===== src/sfsp_pkg.sv =====
// Constants, phase type and protection helpers for the serial flash port
package sfsp_pkg;

  // Opcodes
  localparam logic [7:0] OP_WRITE_ENABLE = 8'h06;
  localparam logic [7:0] OP_WRITE_DISABLE = 8'h04;
  localparam logic [7:0] OP_STATUS_READ = 8'h05;
  localparam logic [7:0] STATUS_WRITE_CMD = 8'h01;
  localparam logic [7:0] OP_PAGE_PROGRAM = 8'h02;
  localparam logic [7:0] OP_SECTOR_ERASE = 8'h20;
  localparam logic [7:0] OP_BLOCK_ERASE = 8'hd8;
  localparam logic [7:0] OP_CHIP_ERASE = 8'hc7;

  // Status register layout
  localparam int BUSY_BIT = 0;
  localparam int WEL_BIT = 1;
  localparam int PROT_LO = 2;
  localparam int PROT_HI = 4;
  localparam int BOTTOM_BIT = 5;
  localparam int RSVD_BIT = 6;
  localparam int LOCK_BIT = 7;
  localparam logic [7:0] STATUS_RESET = 8'h00;
  localparam logic [7:0] STATUS_WR_MASK = 8'hbc;

  // Array geometry
  localparam int PAGE_COUNT = 2048;
  localparam logic [8:0] PAGE_BYTES = 9'h100;
  localparam int SECTOR_COUNT = 128;
  localparam int SECTOR_LSB = 12;
  localparam logic [3:0] BLOCK_COUNT = 4'h8;
  localparam int BLOCK_LSB = 16;
  localparam int ADDR_MSB = 18;

  // Serial framing
  localparam logic [2:0] BIT_LAST = 3'h7;
  localparam logic [1:0] ADDR_LAST = 2'h2;

  // Pin vector positions and idle levels
  localparam int PIN_SCK = 0;
  localparam int PIN_SI = 1;
  localparam int PIN_CS = 2;
  localparam int PIN_WP = 3;
  localparam int PIN_HOLD = 4;
  localparam logic [4:0] PIN_IDLE = 5'h1c;

  typedef enum logic [4:0] {
    PH_CMD = 5'h01,
    PH_ADDR = 5'h02,
    PH_DATA = 5'h04,
    PH_READ = 5'h08,
    PH_SKIP = 5'h10
  } sfsp_phase_e;

  // Blocks covered by each protection level
  function automatic logic [3:0] sfsp_prot_count(input logic [2:0] lvl);
    logic [3:0] n;
    n = 4'h8;
    case (lvl)
      3'h0: n = 4'h0;
      3'h1: n = 4'h1;
      3'h2: n = 4'h2;
      3'h3: n = 4'h4;
      3'h5: n = 4'h6;
      3'h6: n = 4'h7;
      default: n = 4'h8;
    endcase
    return n;
  endfunction : sfsp_prot_count

  function automatic logic sfsp_block_prot(input logic [2:0] blk,
      input logic [2:0] lvl, input logic bottom);
    logic [3:0] n;
    n = sfsp_prot_count(lvl);
    if (bottom) begin
      return {1'b0, blk} < n;
    end
    return {1'b0, blk} >= (BLOCK_COUNT - n);
  endfunction : sfsp_block_prot

endpackage : sfsp_pkg


===== src/sfsp_flash_port.sv =====
// Serial port, status register and write protection of the flash device
//
// Behaviour
// - Input bits are taken on each rising serial clock edge.
// - Output bit changes only on falling serial clock edges.
// - Port acts only while chip select is low.
// - Pause input freezes the exchange without reset; resumes later.
// - Works in SPI mode 0 and mode 3.
// - 2048 pages of 256 bytes; program takes 1 to 256 bytes.
// - 128 sectors of 4K bytes and 8 blocks of 64K bytes.
// - Erasing one sector or block leaves all others untouched.
// - Erase only by sector, block or whole array; no page erase.
// - Bit 0 is read-only busy flag, zero at power-up.
// - Bit 1 is read-only write-enable latch, zero at power-up.
// - Only protection level, bottom select and lock bits take writes.
// - Bit 5 selects which array end is protected, default 0.
// - Bit 6 is reserved and reads zero.
// - Lock bit set makes level and bottom bits read-only.
// - Level, bottom and lock bits are held as volatile state; reset clears them.
// - Whole array unprotected at power-on, level bits zero.
// - Write-protect pin enables or disables the lock bit's effect.
// - Pin low with lock set refuses changes; pin high ignores lock.
// - Write-enable latch clears at power-up and after write operations.
// - Opcode, address and data shift MSB first in 8-bit cycles.
// - Bottom bit 0 protects from top, 1 protects from bottom.
`timescale 1ns/1ns
`default_nettype none

module sfsp_flash_port #(
  parameter logic [23:0] PROG_CYCLES = 24'h000040,
  parameter logic [23:0] SECTOR_CYCLES = 24'h000080,
  parameter logic [23:0] BLOCK_CYCLES = 24'h000100,
  parameter logic [23:0] CHIP_CYCLES = 24'h000200
) (
  input wire logic i_clk_sys,
  input wire logic i_rst_n,
  input wire logic i_sck,
  input wire logic i_si,
  input wire logic i_cs_n,
  input wire logic i_wp_n,
  input wire logic i_hold_n,
  output logic o_so,
  output logic o_so_oe
);

  // Pin sampling: three stages, change accepted when stages two and three agree
  logic [4:0] pin_s1;
  logic [4:0] pin_s2;
  logic [4:0] pin_s3;
  logic [4:0] pin_f;
  wire [4:0] pin_raw = {i_hold_n, i_wp_n, i_cs_n, i_si, i_sck};
  wire [4:0] pin_agree = ~(pin_s2 ^ pin_s3);
  wire [4:0] next_pin_f = (pin_agree & pin_s3) | (~pin_agree & pin_f);

  always_ff @(posedge i_clk_sys or negedge i_rst_n) begin
    if (!i_rst_n) begin
      pin_s1 <= sfsp_pkg::PIN_IDLE;
      pin_s2 <= sfsp_pkg::PIN_IDLE;
      pin_s3 <= sfsp_pkg::PIN_IDLE;
      pin_f <= sfsp_pkg::PIN_IDLE;
    end else begin
      pin_s1 <= pin_raw;
      pin_s2 <= pin_s1;
      pin_s3 <= pin_s2;
      pin_f <= next_pin_f;
    end
  end

  wire sck_f = pin_f[sfsp_pkg::PIN_SCK];
  wire si_f = pin_f[sfsp_pkg::PIN_SI];
  wire cs_f = pin_f[sfsp_pkg::PIN_CS];
  wire wp_f = pin_f[sfsp_pkg::PIN_WP];
  wire hold_f = pin_f[sfsp_pkg::PIN_HOLD];

  logic sck_p;
  logic cs_p;
  logic held;
  // pause entry/exit
  // Pause changes only while the clock sits low; chip select high drops it
  wire next_held = cs_f ? 1'b0 : (sck_f ? held : ~hold_f);
  wire active = ~cs_f & ~held;
  // mode 0 and 3
  // Edge detection makes the idle clock level irrelevant
  wire sck_rise = active & sck_f & ~sck_p;
  wire sck_fall = active & ~sck_f & sck_p;
  wire cs_rise = cs_f & ~cs_p;

  always_ff @(posedge i_clk_sys or negedge i_rst_n) begin
    if (!i_rst_n) begin
      sck_p <= 1'b0;
      cs_p <= 1'b1;
      held <= 1'b0;
    end else begin
      sck_p <= sck_f;
      cs_p <= cs_f;
      held <= next_held;
    end
  end

  // Shifter and framing
  sfsp_pkg::sfsp_phase_e phase;
  sfsp_pkg::sfsp_phase_e next_phase;
  logic [7:0] in_sr;
  logic [2:0] bit_cnt;
  logic [7:0] opcode;
  logic [1:0] addr_cnt;
  logic [23:0] addr;
  logic [8:0] data_cnt;
  logic [7:0] wr_byte;
  logic [2:0] out_idx;
  wire [7:0] next_sr = {in_sr[6:0], si_f};
  wire byte_done = sck_rise & (bit_cnt == sfsp_pkg::BIT_LAST);

  // Status register
  logic busy;
  logic write_enable_latch;
  logic [2:0] prot_lvl;
  logic from_bottom;
  logic bits_lock;
  logic [23:0] busy_cnt;
  wire [7:0] status_rd = {bits_lock, 1'b0, from_bottom, prot_lvl, write_enable_latch, busy};

  // busy filter
  // While busy only a status read is decoded; anything else is skipped
  wire op_is_read = next_sr == sfsp_pkg::OP_STATUS_READ;
  wire op_has_addr = (next_sr == sfsp_pkg::OP_PAGE_PROGRAM) |
      (next_sr == sfsp_pkg::OP_SECTOR_ERASE) |
      (next_sr == sfsp_pkg::OP_BLOCK_ERASE);
  wire op_has_data = next_sr == sfsp_pkg::STATUS_WRITE_CMD;

  always_comb begin
    next_phase = phase;
    if (byte_done) begin
      unique case (phase)
        sfsp_pkg::PH_CMD: begin
          if (op_is_read) next_phase = sfsp_pkg::PH_READ;
          else if (busy) next_phase = sfsp_pkg::PH_SKIP;
          else if (op_has_addr) next_phase = sfsp_pkg::PH_ADDR;
          else if (op_has_data) next_phase = sfsp_pkg::PH_DATA;
          else next_phase = sfsp_pkg::PH_SKIP;
        end
        sfsp_pkg::PH_ADDR: begin
          if (addr_cnt == sfsp_pkg::ADDR_LAST) next_phase = sfsp_pkg::PH_DATA;
        end
        sfsp_pkg::PH_DATA: next_phase = sfsp_pkg::PH_DATA;
        sfsp_pkg::PH_READ: next_phase = sfsp_pkg::PH_READ;
        sfsp_pkg::PH_SKIP: next_phase = sfsp_pkg::PH_SKIP;
      endcase
    end
  end

  always_ff @(posedge i_clk_sys or negedge i_rst_n) begin
    if (!i_rst_n) begin
      phase <= sfsp_pkg::PH_CMD;
      in_sr <= 8'h00;
      bit_cnt <= 3'h0;
    end else if (cs_f) begin
      phase <= sfsp_pkg::PH_CMD;
      bit_cnt <= 3'h0;
    end else if (sck_rise) begin
      phase <= next_phase;
      in_sr <= next_sr;
      bit_cnt <= bit_cnt + 3'h1;
    end
  end

  wire in_data = phase == sfsp_pkg::PH_DATA;
  always_ff @(posedge i_clk_sys or negedge i_rst_n) begin
    if (!i_rst_n) begin
      opcode <= 8'h00;
      addr_cnt <= 2'h0;
      addr <= 24'h000000;
      data_cnt <= 9'h000;
      wr_byte <= 8'h00;
    end else if (cs_rise) begin
      // Cleared so an empty frame cannot replay the last command
      opcode <= 8'h00;
      addr_cnt <= 2'h0;
      data_cnt <= 9'h000;
    end else if (byte_done) begin
      if (phase == sfsp_pkg::PH_CMD) opcode <= busy ? 8'h00 : next_sr;
      if (phase == sfsp_pkg::PH_ADDR) begin
        addr <= {addr[15:0], next_sr};
        addr_cnt <= addr_cnt + 2'h1;
      end
      if (in_data && data_cnt == 9'h000) wr_byte <= next_sr;
      // page byte count
      // Bytes past a full page wrap in the page; the count saturates
      if (in_data && data_cnt != sfsp_pkg::PAGE_BYTES) begin
        data_cnt <= data_cnt + 9'h001;
      end
    end
  end

  // Command execution on chip select release at a byte boundary
  wire exec = cs_rise & (bit_cnt == 3'h0) & ~busy;
  wire [2:0] tgt_block = addr[sfsp_pkg::ADDR_MSB:sfsp_pkg::BLOCK_LSB];
  wire tgt_prot = sfsp_pkg::sfsp_block_prot(tgt_block, prot_lvl, from_bottom);
  wire exec_wren = exec & (opcode == sfsp_pkg::OP_WRITE_ENABLE);
  wire exec_wrdi = exec & (opcode == sfsp_pkg::OP_WRITE_DISABLE);
  wire exec_status_write_cmd = exec & write_enable_latch & in_data & (data_cnt != 9'h000) &
      (opcode == sfsp_pkg::STATUS_WRITE_CMD);
  wire exec_pp = exec & write_enable_latch & in_data & (data_cnt != 9'h000) &
      (opcode == sfsp_pkg::OP_PAGE_PROGRAM);
  // sector and block size
  // Sector and block erase need the full address; there is no page erase
  wire exec_se = exec & write_enable_latch & in_data & (opcode == sfsp_pkg::OP_SECTOR_ERASE);
  wire exec_be = exec & write_enable_latch & in_data & (opcode == sfsp_pkg::OP_BLOCK_ERASE);
  wire exec_ce = exec & write_enable_latch & (opcode == sfsp_pkg::OP_CHIP_ERASE);
  // Chip erase only when nothing is protected
  wire ce_ok = prot_lvl == 3'h0;
  wire arr_start = ((exec_pp | exec_se | exec_be) & ~tgt_prot) |
      (exec_ce & ce_ok);
  wire arr_refused = ((exec_pp | exec_se | exec_be) & tgt_prot) |
      (exec_ce & ~ce_ok);
  wire [23:0] start_cycles = exec_pp ? PROG_CYCLES :
      exec_se ? SECTOR_CYCLES : exec_be ? BLOCK_CYCLES : CHIP_CYCLES;
  wire busy_last = busy & (busy_cnt == 24'h000001);
  wire lock_on = bits_lock & ~wp_f;

  always_ff @(posedge i_clk_sys or negedge i_rst_n) begin
    if (!i_rst_n) begin
      busy <= 1'b0;
      busy_cnt <= 24'h000000;
    end else if (arr_start) begin
      busy <= 1'b1;
      busy_cnt <= start_cycles;
    end else if (busy) begin
      busy <= ~busy_last;
      busy_cnt <= busy_cnt - 24'h000001;
    end
  end

  // automatic clear
  // Refused array writes drop the latch at once; accepted ones at completion
  always_ff @(posedge i_clk_sys or negedge i_rst_n) begin
    if (!i_rst_n) begin
      write_enable_latch <= 1'b0;
    end else if (exec_wrdi | exec_status_write_cmd | arr_refused | busy_last) begin
      write_enable_latch <= 1'b0;
    end else if (exec_wren) begin
      write_enable_latch <= 1'b1;
    end
  end

  // protection state
  // Reset stands for power-on; the bits are otherwise only changed by writes
  always_ff @(posedge i_clk_sys or negedge i_rst_n) begin
    if (!i_rst_n) begin
      prot_lvl <= 3'h0;
      from_bottom <= 1'b0;
      bits_lock <= 1'b0;
    end else if (exec_status_write_cmd && !lock_on) begin
      prot_lvl <= wr_byte[sfsp_pkg::PROT_HI:sfsp_pkg::PROT_LO];
      from_bottom <= wr_byte[sfsp_pkg::BOTTOM_BIT];
      bits_lock <= wr_byte[sfsp_pkg::LOCK_BIT];
    end
  end

  // falling edge output
  // Status repeats for as long as the host keeps clocking
  wire in_read = phase == sfsp_pkg::PH_READ;
  always_ff @(posedge i_clk_sys or negedge i_rst_n) begin
    if (!i_rst_n) begin
      o_so <= 1'b0;
      o_so_oe <= 1'b0;
      out_idx <= sfsp_pkg::BIT_LAST;
    end else begin
      o_so_oe <= active & in_read;
      if (cs_f) begin
        out_idx <= sfsp_pkg::BIT_LAST;
      end else if (sck_fall && in_read) begin
        o_so <= status_rd[out_idx];
        out_idx <= out_idx - 3'h1;
      end
    end
  end
endmodule : sfsp_flash_port

`default_nettype wire


===== config.mk =====
export PLATFORM = sky130hd
export DESIGN_NAME = sfsp_flash_port
export DESIGN_NICKNAME = d
export VERILOG_FILES = /design/src/sfsp_pkg.sv /design/src/sfsp_flash_port.sv
export SDC_FILE = /design/constraint.sdc
export NUM_CORES = 1
export LEC_CHECK = 0
export ABC_AREA = 1
export BUFFER_PORTS_ARGS = -buffer_cell sky130_fd_sc_hd__buf_2
export CAP_MARGIN = 20
export CORE_ASPECT_RATIO = 0.8
export CORE_MARGIN = 5
export CORE_UTILIZATION = 30
export DETAILED_ROUTE_END_ITERATION = 12
export PLACE_DENSITY = 0.46
export SETUP_SLACK_MARGIN = 0.2
export SLEW_MARGIN = 20
export SYNTH_ARGS = -nofsm -noshare
export SYNTH_HDL_FRONTEND = slang
export SYNTH_SLANG_ARGS = --single-unit

===== constraint.sdc =====
create_clock -name i_clk_sys -period 2 [get_ports i_clk_sys]
set_input_delay 0.4 -clock i_clk_sys [delete_from_list [all_inputs] [get_ports i_clk_sys]]
set_output_delay 0.4 -clock i_clk_sys [all_outputs]
set_load 0.005 [all_outputs]

-- After elaboration in Yosys (flattened, before gate mapping)
Index checks and enable logic that the tools add are counted.
- $add $sub $neg: 6
- equality and inequality tests: 28
- bitwise operators: 53
- reduce and logical (&&, ||, !) cells: 26
- magnitude comparators: 3
- muxes and demuxes: 40
- operators by type and width (operator ; count):
    two-way mux 24 bit ; 2
    two-way mux 5 bit ; 8
    two-way mux 8 bit ; 4
    two-way mux 10 bit ; 3
    two-way mux 9 bit ; 3
    AND 1 bit ; 26
    case mux 5 bit (5 select lines) ; 1
    == test 24 x 1 -> 1 bit (second input constant) ; 1
    == test 8 x 3 -> 1 bit (second input constant) ; 3
    == test 8 bit (second input constant) ; 3
    case mux 4 bit (6 select lines) ; 1
    subtractor 24 x 1 -> 24 bit (second input constant) ; 1
    nonzero test 2 bit ; 9
    == test 8 x 1 -> 1 bit (second input constant) ; 2
    == test 8 x 2 -> 1 bit (second input constant) ; 2
    == test 8 x 6 -> 1 bit (second input constant) ; 2
    two-way mux 3 bit ; 4
    inverter 1 bit ; 12
    AND 5 bit ; 2
    two-way mux 1 bit ; 10
    inverter 5 bit ; 2
    AND reduction 2 bit ; 5
    adder 9 x 1 -> 9 bit (second input constant) ; 1
    == test 3 bit (second input constant) ; 3
    other kinds (29) ; 46
- word-level logic and storage cells: 180
- input port bits: 7
- output and inout port bits: 2
- register bits after elaboration: 120

-- Logic depth before layout (Yosys ltp)
Gate-level depths: netlist (run 1).
- depth in word-level cells: 15
- depth in mapped cells: 18
- depth with buffers taken out: 18

-- Worst setup path before layout (run 1)
Ideal clock, no wire load.
- path type: flip-flop to flip-flop
- start: reg prot_lvl[1]
- end: reg busy_cnt[13]
- setup time: 69 ps
- path buffers: 1
- slack: -149 ps
- cell stages (with the launch flop): 17
- data arrival time: 2080 ps
- period minus slack after synthesis: 2149 ps
- required time: 1931 ps
- cells stage by stage: dfrtp_1 > inv_1 > nand2_2 > o21ai_0 > inv_1 > ha_1 > inv_1 > ha_1 > nand2_1 > a21oi_2 > nand3_1 > nand2_1 > nand2_2 > nand2_4 > nand2_4 > buf_8 > nor2_4
- longest elaborated chain between the ends: 9
- RTL lines (item ; RTL line ; RTL):
    from (decl) ; sfsp_flash_port.sv:117 ; logic [2:0] prot_lvl;
    from (signal assigned) ; sfsp_flash_port.sv:254 ; prot_lvl <= wr_byte[sfsp_pkg::PROT_HI:sfsp_pkg::PROT_LO];
    == test 3 bit, or another cell as far along ; sfsp_pkg.sv:58 ; case (lvl)
    case mux 4 bit (6 select lines) ; sfsp_pkg.sv:58 ;
    subtractor 4 bit / less-than comparator 3 x 4 -> 1 bit (equally long branches) ; sfsp_pkg.sv:77, sfsp_pkg.sv:75 ;
    >= comparator 3 x 4 -> 1 bit / two-way mux 1 bit (equally long branches) ; sfsp_pkg.sv:77, sfsp_pkg.sv:74 ;
    two-way mux 1 bit ; sfsp_pkg.sv:77 ; return {1'b0, blk} >= (BLOCK_COUNT - n);
    inverter 1 bit ; sfsp_flash_port.sv:212 ; wire arr_start = ((exec_pp | exec_se | exec_be) & ~tgt_prot) |
    AND 1 bit ; sfsp_flash_port.sv:212 ;
    bitwise OR 1 bit * ; sfsp_flash_port.sv:212 ;
    two-way mux 24 bit / nonzero test 2 bit (equally long branches) ; -- ;
    to (signal assigned) ; sfsp_flash_port.sv:227 ; busy_cnt <= start_cycles;
    to (signal assigned) ; sfsp_flash_port.sv:230 ; busy_cnt <= busy_cnt - 24'h000001;
    to (decl) ; sfsp_flash_port.sv:120 ; logic [23:0] busy_cnt;
Mark *: on every way between the ends. The rest lies on a longest branch, timed or not. The select of a mux whose other input is x is not followed.
A chain may end at the register's enable or synchronous reset.

-- Worst setup path in the final report (run 1)
- start: reg prot_lvl[1]
- end: reg busy_cnt[20]
Same word-level chain as after synthesis.

==> results of run 1 <==
==> flip-flops by register name (all words and copies together), names as in the netlist, 2 cells and up, named ones only <==
signal,count
phase,5
opcode,8
addr,9
bit_cnt,3
out_idx,3
in_sr,7
addr_cnt,2
wr_byte,5
pin_s2,5
busy_cnt,24
prot_lvl,3
pin_s1,5
data_cnt,9
pin_s3,5
==> what timing repair did <==
| action | in CTS | in global routing |
|---|---|---|
| gates cloned | 1 | 1 |
| buffers inserted | 5 | 11 |
| endpoints found under the setup margin | 44 | 62 |
| endpoints found under the hold margin | 21 | 0 |
| pin swaps | 4 | 20 |
| resized for setup | 11 | 75 |
| hold buffers | 1 | 0 |
==> through the flow <==
stage | cell area [µm²] | power (mW) | utilization, %
2_1_floorplan | 5540 | 2.88 | -
3_3_place_gp | 6040 | 3.12 | 33.3
3_5_place_dp | 6040 | 3.13 | 33.3
4_1_cts | 6440 | 4.96 | 35.4
5_1_grt | 6770 | 5.37 | 37.3
6_report | 6770 | 5.06 | 37.3
==> synth_stat cells, types with 2 or more instances <==
master      n  area, µm²
nor3_1     18       90.1
o21ai_2     5       43.8
o21bai_1    3       22.5
o211ai_1    2       15.0
nor2_2     14       87.6
nand2_1   120        450
buf_6       3       33.8
nor2_4      8       90.1
inv_1      76        285
nor3_2      2       20.0
dfstp_2    17        447
nand3_1    40        200
nand4_1    14       87.6
dfrtp_1    90       2250
inv_2       4       15.0
a21oi_1    14       70.1
maj3_1      5       50.1
nor4_1      6       37.5
nand2_2     5       31.3
ha_1       14        175
o21ai_1     3       15.0
nand3_2     5       50.1
xnor2_1     7       61.3
o21ai_0    52        260
clkbuf_1    2       7.51
nand2_4     4       45.0
nor2_1     55        206
xor2_1     19        166
o31ai_1     2       15.0
or2_2       5       31.3
==> worst paths after layout <==
path,startpoint,end,slack [ns],depth (start not counted)
min in group asynchronous,i_rst_n,phase[3],0.49,2
min,i_cs_n,pin_s1[2],0.13,1
max,prot_lvl[1],busy_cnt[20],-0.25,16
max in group asynchronous,i_rst_n,out_idx[1],0.92,3
max reg2reg,prot_lvl[1],busy_cnt[20],-0.25,16
min reg2reg,pin_s1[1],pin_s2[1],0.35,0
==> power by group <==
part           internal (mW)  switching [mW]  total (mW)
clock                  0.880           0.893        1.77
combinational          0.316           0.531       0.847
sequential              2.32           0.116        2.44
total                   3.52            1.54        5.06
==> logic make-up (layout without fill, tap and decap cells) <==
group	count (synthesis)	count (layout)
simple gates	303	305
flops	107	107
compound gates	87	87
buf+inv	87	148
xor+xnor	26	26
fa+ha+maj	19	19
==> area by class of cell <==
class                   instances  area share (%)
multi-input cells             437            40.3
flip-flops and latches        107            39.9
repair buffers                 52            6.74
well taps                     230            4.25
clock inverters                 7           0.942
clock buffers                   9            3.33
inverters                      80            4.53
==> per-layer routing <==
metal  part of all wire, %  global-route usage (%)  vias up
li1                      -                       -     2172
met1                    52                    18.2     2064
met2                    43                    16.7       57
met3                   3.6                    2.47       12
met4                   1.6                    4.09        0
met5                     0                       0        -
==> run metrics, run 1 <==
status=complete, but fails checks; failing checks=negative setup slack; Area growth syn-to-layout=22.3%; flops & latches, synth=107; slowest cell delay on critical path=0.42 ns; Die W=162 µm; Antenna diodes=0; largest net degree at the start of global routing=45; fillers=1844; die area=0.0213 mm²; RSZ-0062 raised after global routing=true; vias in the first global route=4060; GPL Wtd Cong=0.787; first-iteration detailed-routing DRC count=262; final worst slack=-0.245 ns; Final Hold Fails=0; LEAKAGE=3.19 nW; Cell Pwr Density=747 mW/mm²; detailed-route vias per instance=4.67; Period minus WS final=2.25 ns; CP max FO=7; clock buffer count from CTS=9; dpl cells=887; crit-path cells=inv_2 > nand2_2 > o21ai_2 > inv_1 > ha_1 > inv_1 > ha_1 > nand2_1 > a21oi_2 > nand3_1 > nand2_1 > nand2_2 > nand2_4 > nand2_8 > buf_12 > nor2_4; Detailed Route WL=12.4 mm; Crit Path Category=flip-flop to flip-flop; Syn Area/Cell=8.80 µm²; setup TNS=-4.73 ns; CP top delay family=simple AND/OR/NAND/NOR gates; CTS Buffer Depth=2; slowest CP cell=dfrtp_1; Slew Limit Fails=0; post-synthesis compound-gate area fraction=8.97%; CP Capture Type=flip-flop; Final Cycle Share=112%; layout cell share with drive strength beyond 1=27.5%; ys async rst share=100%; Syn Nets=650; Slew @ Worst Pin=0.455 ns; initial antenna violation count=0; die extent in y=131 µm; mux cell area share after synthesis=0%; nets@finish=708; Multi-input gate area=0.00273 mm²; # DRC=0; non-filler instance count after layout=922; CP arrival=2.55 ns; clock-pin slew on the worst setup and hold paths=0.08 ns; H-Tree Depth=3; IO Port Bufs=8; Hold Path Class=input pin to flip-flop; post-synthesis cell type count=45; largest family of logic cells by synthesized area=simple AND/OR/NAND/NOR gates; I/O pin cnt=9; overflow left after global routing=0; first-pass GRT wire length=20.8 mm; Post-synth EDFFs=0; Mapped Cells=629; CTS root buf=clkbuf_16; Post-Synth Simple-Gate Area=27.5%; commonest non-fill, non-tap cell in the layout=nand2_1; Routed Antenna Nets=0; YS warnings=0; Peak supply drop=0.000418 V; CP bufs+invs=4; synthesized cell area=0.00554 mm²; Worst EP required=2.30 ns; FP Rows=44; Worst setup SP type=flip-flop; CTS tree=yes; clk_skew=0.0106 ns; dominant synthesized flop cell=dfrtp_1; Hold Slack=0.127 ns; Setup violations, final=26; GRT Total Usage=12.0%; Post-Synth XOR/XNOR Area=4.11%; Core Area=0.0182 mm²; starting density of the core=30.5%; hpwl dp=8.84 mm; WL/cell=13.5 µm; total of max-cap violations=0; DP Worst Slack=-0.260 ns; DRT Pass-1 Iters=5; register area=0.00270 mm²; Rel. slew slack=69.4%; worst skew pair latency=0.36 ns; most frequent cells in the layout=nand2_1 (109), dfrtp_1 (89), inv_1 (68); sequential area share after synthesis=48.8%; Synth Area in Adders=4.07%; achievable frequency=445 MHz; Vias=4305; Sink Count=107
(Power assumes the default switching activity.)
==> run 2: changes to the inputs <==
--- a/config.mk
+++ b/config.mk
@@ -5,9 +5,8 @@
 export SDC_FILE = /design/constraint.sdc
 export NUM_CORES = 1
 export LEC_CHECK = 0
-export ABC_AREA = 1
 export BUFFER_PORTS_ARGS = -buffer_cell sky130_fd_sc_hd__buf_2
-export CAP_MARGIN = 20
+export CAP_MARGIN = 30
 export CORE_ASPECT_RATIO = 0.8
 export CORE_MARGIN = 5
 export CORE_UTILIZATION = 30
==> run 2 against run 1 <==
The flow still finishes with violations (negative setup slack); via count fell by 3.1%; sequential share of layout area fell by 4.1 points; worst hold slack gained 0.013 ns; clock-buffer cell count increased by 3; largest cell class unchanged; total power fell by 3.3%; global-route usage up 1.2 points; non-clock buffer count is 87 higher; highest routed layer unchanged; register-to-register slack worse by 0.17 ns.
==> run metrics, run 2 <==
status=complete, but fails checks; failing checks=negative setup slack; Crit Path Category=flip-flop to flip-flop; achievable frequency=414 MHz; most frequent cells in the layout=buf_4 (103), dfrtp_1 (88), nor2_1 (34); flops & latches, synth=107; combinational share of power=15.0%; Vias=4173; DRT Pass-1 Iters=4; Final Hold Fails=0; Antenna diodes=0; Detailed Route WL=13.2 mm; FP Rows=43; top cell type's share of synthesized area=42.1%; Die W=159 µm; clock-pin slew on the worst setup and hold paths=0.07 ns; CTS tree=yes; most frequent CP cell=ha_4; CP max FO=8; initial antenna violation count=0; hpwl dp=9.13 mm; synthesized cell area=0.00535 mm²; Hold Crit Depth=1; first-pass GRT wire length=22.1 mm; Cell Pwr Density=647 mW/mm²; clock buffer count from CTS=9; Largest Register=busy_cnt; sequential area share after synthesis=50.4%; IO Port Bufs=8; worst skew pair latency=0.35 ns; final core occ=43.3%; Sink Count=107; Largest register FFs=24; vias in the first global route=4254; Core Area=0.0174 mm²; Worst setup SP type=flip-flop; capturing point of the worst reg2reg path=busy; ys async rst share=100%; Syn Area/Cell=11.0 µm²; crit-path cells=nand2b_4 > o21ba_4 > ha_4 > inv_2 > ha_4 > a221oi_4 > nor4_4 > a211oi_2 > buf_4 > or3_1; Hold Path Class=input pin to flip-flop; commonest non-fill, non-tap cell in the layout=buf_4; RSZ-0062 raised after global routing=true; nets@finish=638; DP Worst Slack=-0.472 ns; H-Tree Depth=3; clk_skew=0.0159 ns; final worst slack=-0.414 ns; Int Power=3.63 mW; most frequent cell after synthesis=dfrtp_1; # DRC=0; WL/cell=15.6 µm; YS warnings=0; Slew @ Worst Pin=0.483 ns; CP Capture Type=flip-flop; Routed Antenna Nets=0; leading area contributor after synthesis=dfrtp_1; switching pwr=1.26 mW; Worst EP required=2.23 ns; r2r setup slk=-0.41 ns; Area growth syn-to-layout=41.1%; CTS root buf=clkbuf_16; layout cell share with drive strength beyond 1=44.4%; dominant synthesized flop cell=dfrtp_1; Switching Share=25.7%; overflow left after global routing=0; worst reg2reg startpoint=prot_lvl[1]; Setup violations, final=31; GPL Wtd Cong=0.765; Mapped Cells=485; first-iteration detailed-routing DRC count=170; die extent in y=129 µm; starting density of the core=30.7%; LEAKAGE=3.47 nW; Largest regs=busy_cnt x24, addr x9, data_cnt x9; Peak supply drop=0.000453 V; detailed-route vias per instance=4.93; GRT Total Usage=13.2%; Clock Power Share=37.1%; total of max-cap violations=0; Rel. slew slack=67.6%; largest cells by area after synthesis=dfrtp_1 (42%), dfstp_2 (8.3%), mux2_2 (5.5%); largest net degree at the start of global routing=36; slowest cell delay on critical path=0.41 ns; reg2reg path depth=10; hold path start=i_hold_n; Post-synth EDFFs=0; Syn Nets=506; sequential power share=48.0%; Final Cycle Share=121%; CTS Buffer Depth=2; slowest CP cell=dfrtp_1; die area=0.0206 mm²; Period minus WS final=2.41 ns; Slew Limit Fails=0; post-synthesis cell type count=68; WHS Endpoint=pin_s1[4]; I/O pin cnt=9; fillers=1681; top cells by count, synth=dfrtp_1 (90), nor2_1 (35), nor3_1 (35); CP arrival=2.64 ns
run 2: kinds of logic (layout without fill, tap and decap cells):
logic type                 Yosys count  in the layout  share of synthesized area [%]
AOI/OAI and AO/OA                   72             72                           9.72
buffers and inverters               37            174                           2.80
xor gates and xnor gates            34             34                           5.56
muxes                               29             29                           6.26
DFF                                107            107                           50.4
and+or+nand+nor                    187            187                           21.0
adders and majority gates           19             19                           4.21
run 2: worst max-delay path by stage:
| stage | slack, ns | from | cells after the start | end |
|---|---|---|---|---|
| 4_1_cts | -0.40 | prot_lvl[0] | 12 | busy |
| 3_3_place_gp | -0.40 | prot_lvl[0] | 12 | busy_cnt[8] |
| 5_1_grt | -0.53 | prot_lvl[0] | 12 | busy_cnt[8] |
| 3_5_place_dp | -0.47 | prot_lvl[0] | 12 | busy_cnt[8] |
| 2_1_floorplan | -0.50 | prot_lvl[1] | 11 | busy_cnt[9] |
| 6_report | -0.41 | prot_lvl[1] | 10 | busy |
run 2: metrics by stage:
stage	instances	cell area [µm²]	total power [mW]	hold WS, ns	setup TNS (ns)
2_1_floorplan	485	5520	2.62	0.104	-12.44
3_3_place_gp	792	6430	2.93	0.345	-9.38
3_5_place_dp	792	6430	2.94	0.335	-11.05
4_1_cts	836	7320	4.87	0.126	-9.20
5_1_grt	847	7550	5.12	0.117	-14.12
6_report	847	7550	4.89	0.141	-9.62
run 2: power groups by stage:
stage	Sequential [mW]	Clock, mW	Combinational, mW
final	2.34	1.81	0.731
after global routing	2.36	1.97	0.787
after CTS	2.34	1.87	0.656
after detailed placement	2.38	0	0.567
after global placement	2.37	0	0.559
after floorplan	2.39	0	0.223
run 2: cell type report:
type / instances / area, µm² / area share, %
multi-input cells: 341 / 3000 / 39.7
clock inverters: 4 / 42.5 / 0.563
clock buffers: 12 / 268 / 3.54
flip-flops and latches: 107 / 2700 / 35.8
repair buffers: 139 / 1190 / 15.8
inverters: 19 / 71.3 / 0.944
well taps: 225 / 282 / 3.73
run 2: metal layers:
layer | vias up | GRT usage, % | part of all wire (%)
met4 | 0 | 3.21 | 0.75
met1 | 2067 | 19.0 | 51
met2 | 45 | 20.3 | 45
met5 | - | 0 | 0
met3 | 7 | 2.86 | 2.8
li1 | 2054 | - | -
run 2: repair_timing:
action,4_1_cts,5_1_grt
cloned,1,1
setup endpoints to repair,68,77
endpoints found under the hold margin,22,0
setup buffers,26,10
pin swaps,35,19
hold buffers,1,0
resized for setup,80,29
run 2: worst max-delay path: cells and delay by family, from the launching register on:
family          cells  cell delay, ns
simple gates        3            0.72
flops               1            0.41
buf+inv             2            0.23
fa+ha+maj           2            0.52
compound gates      3            0.42
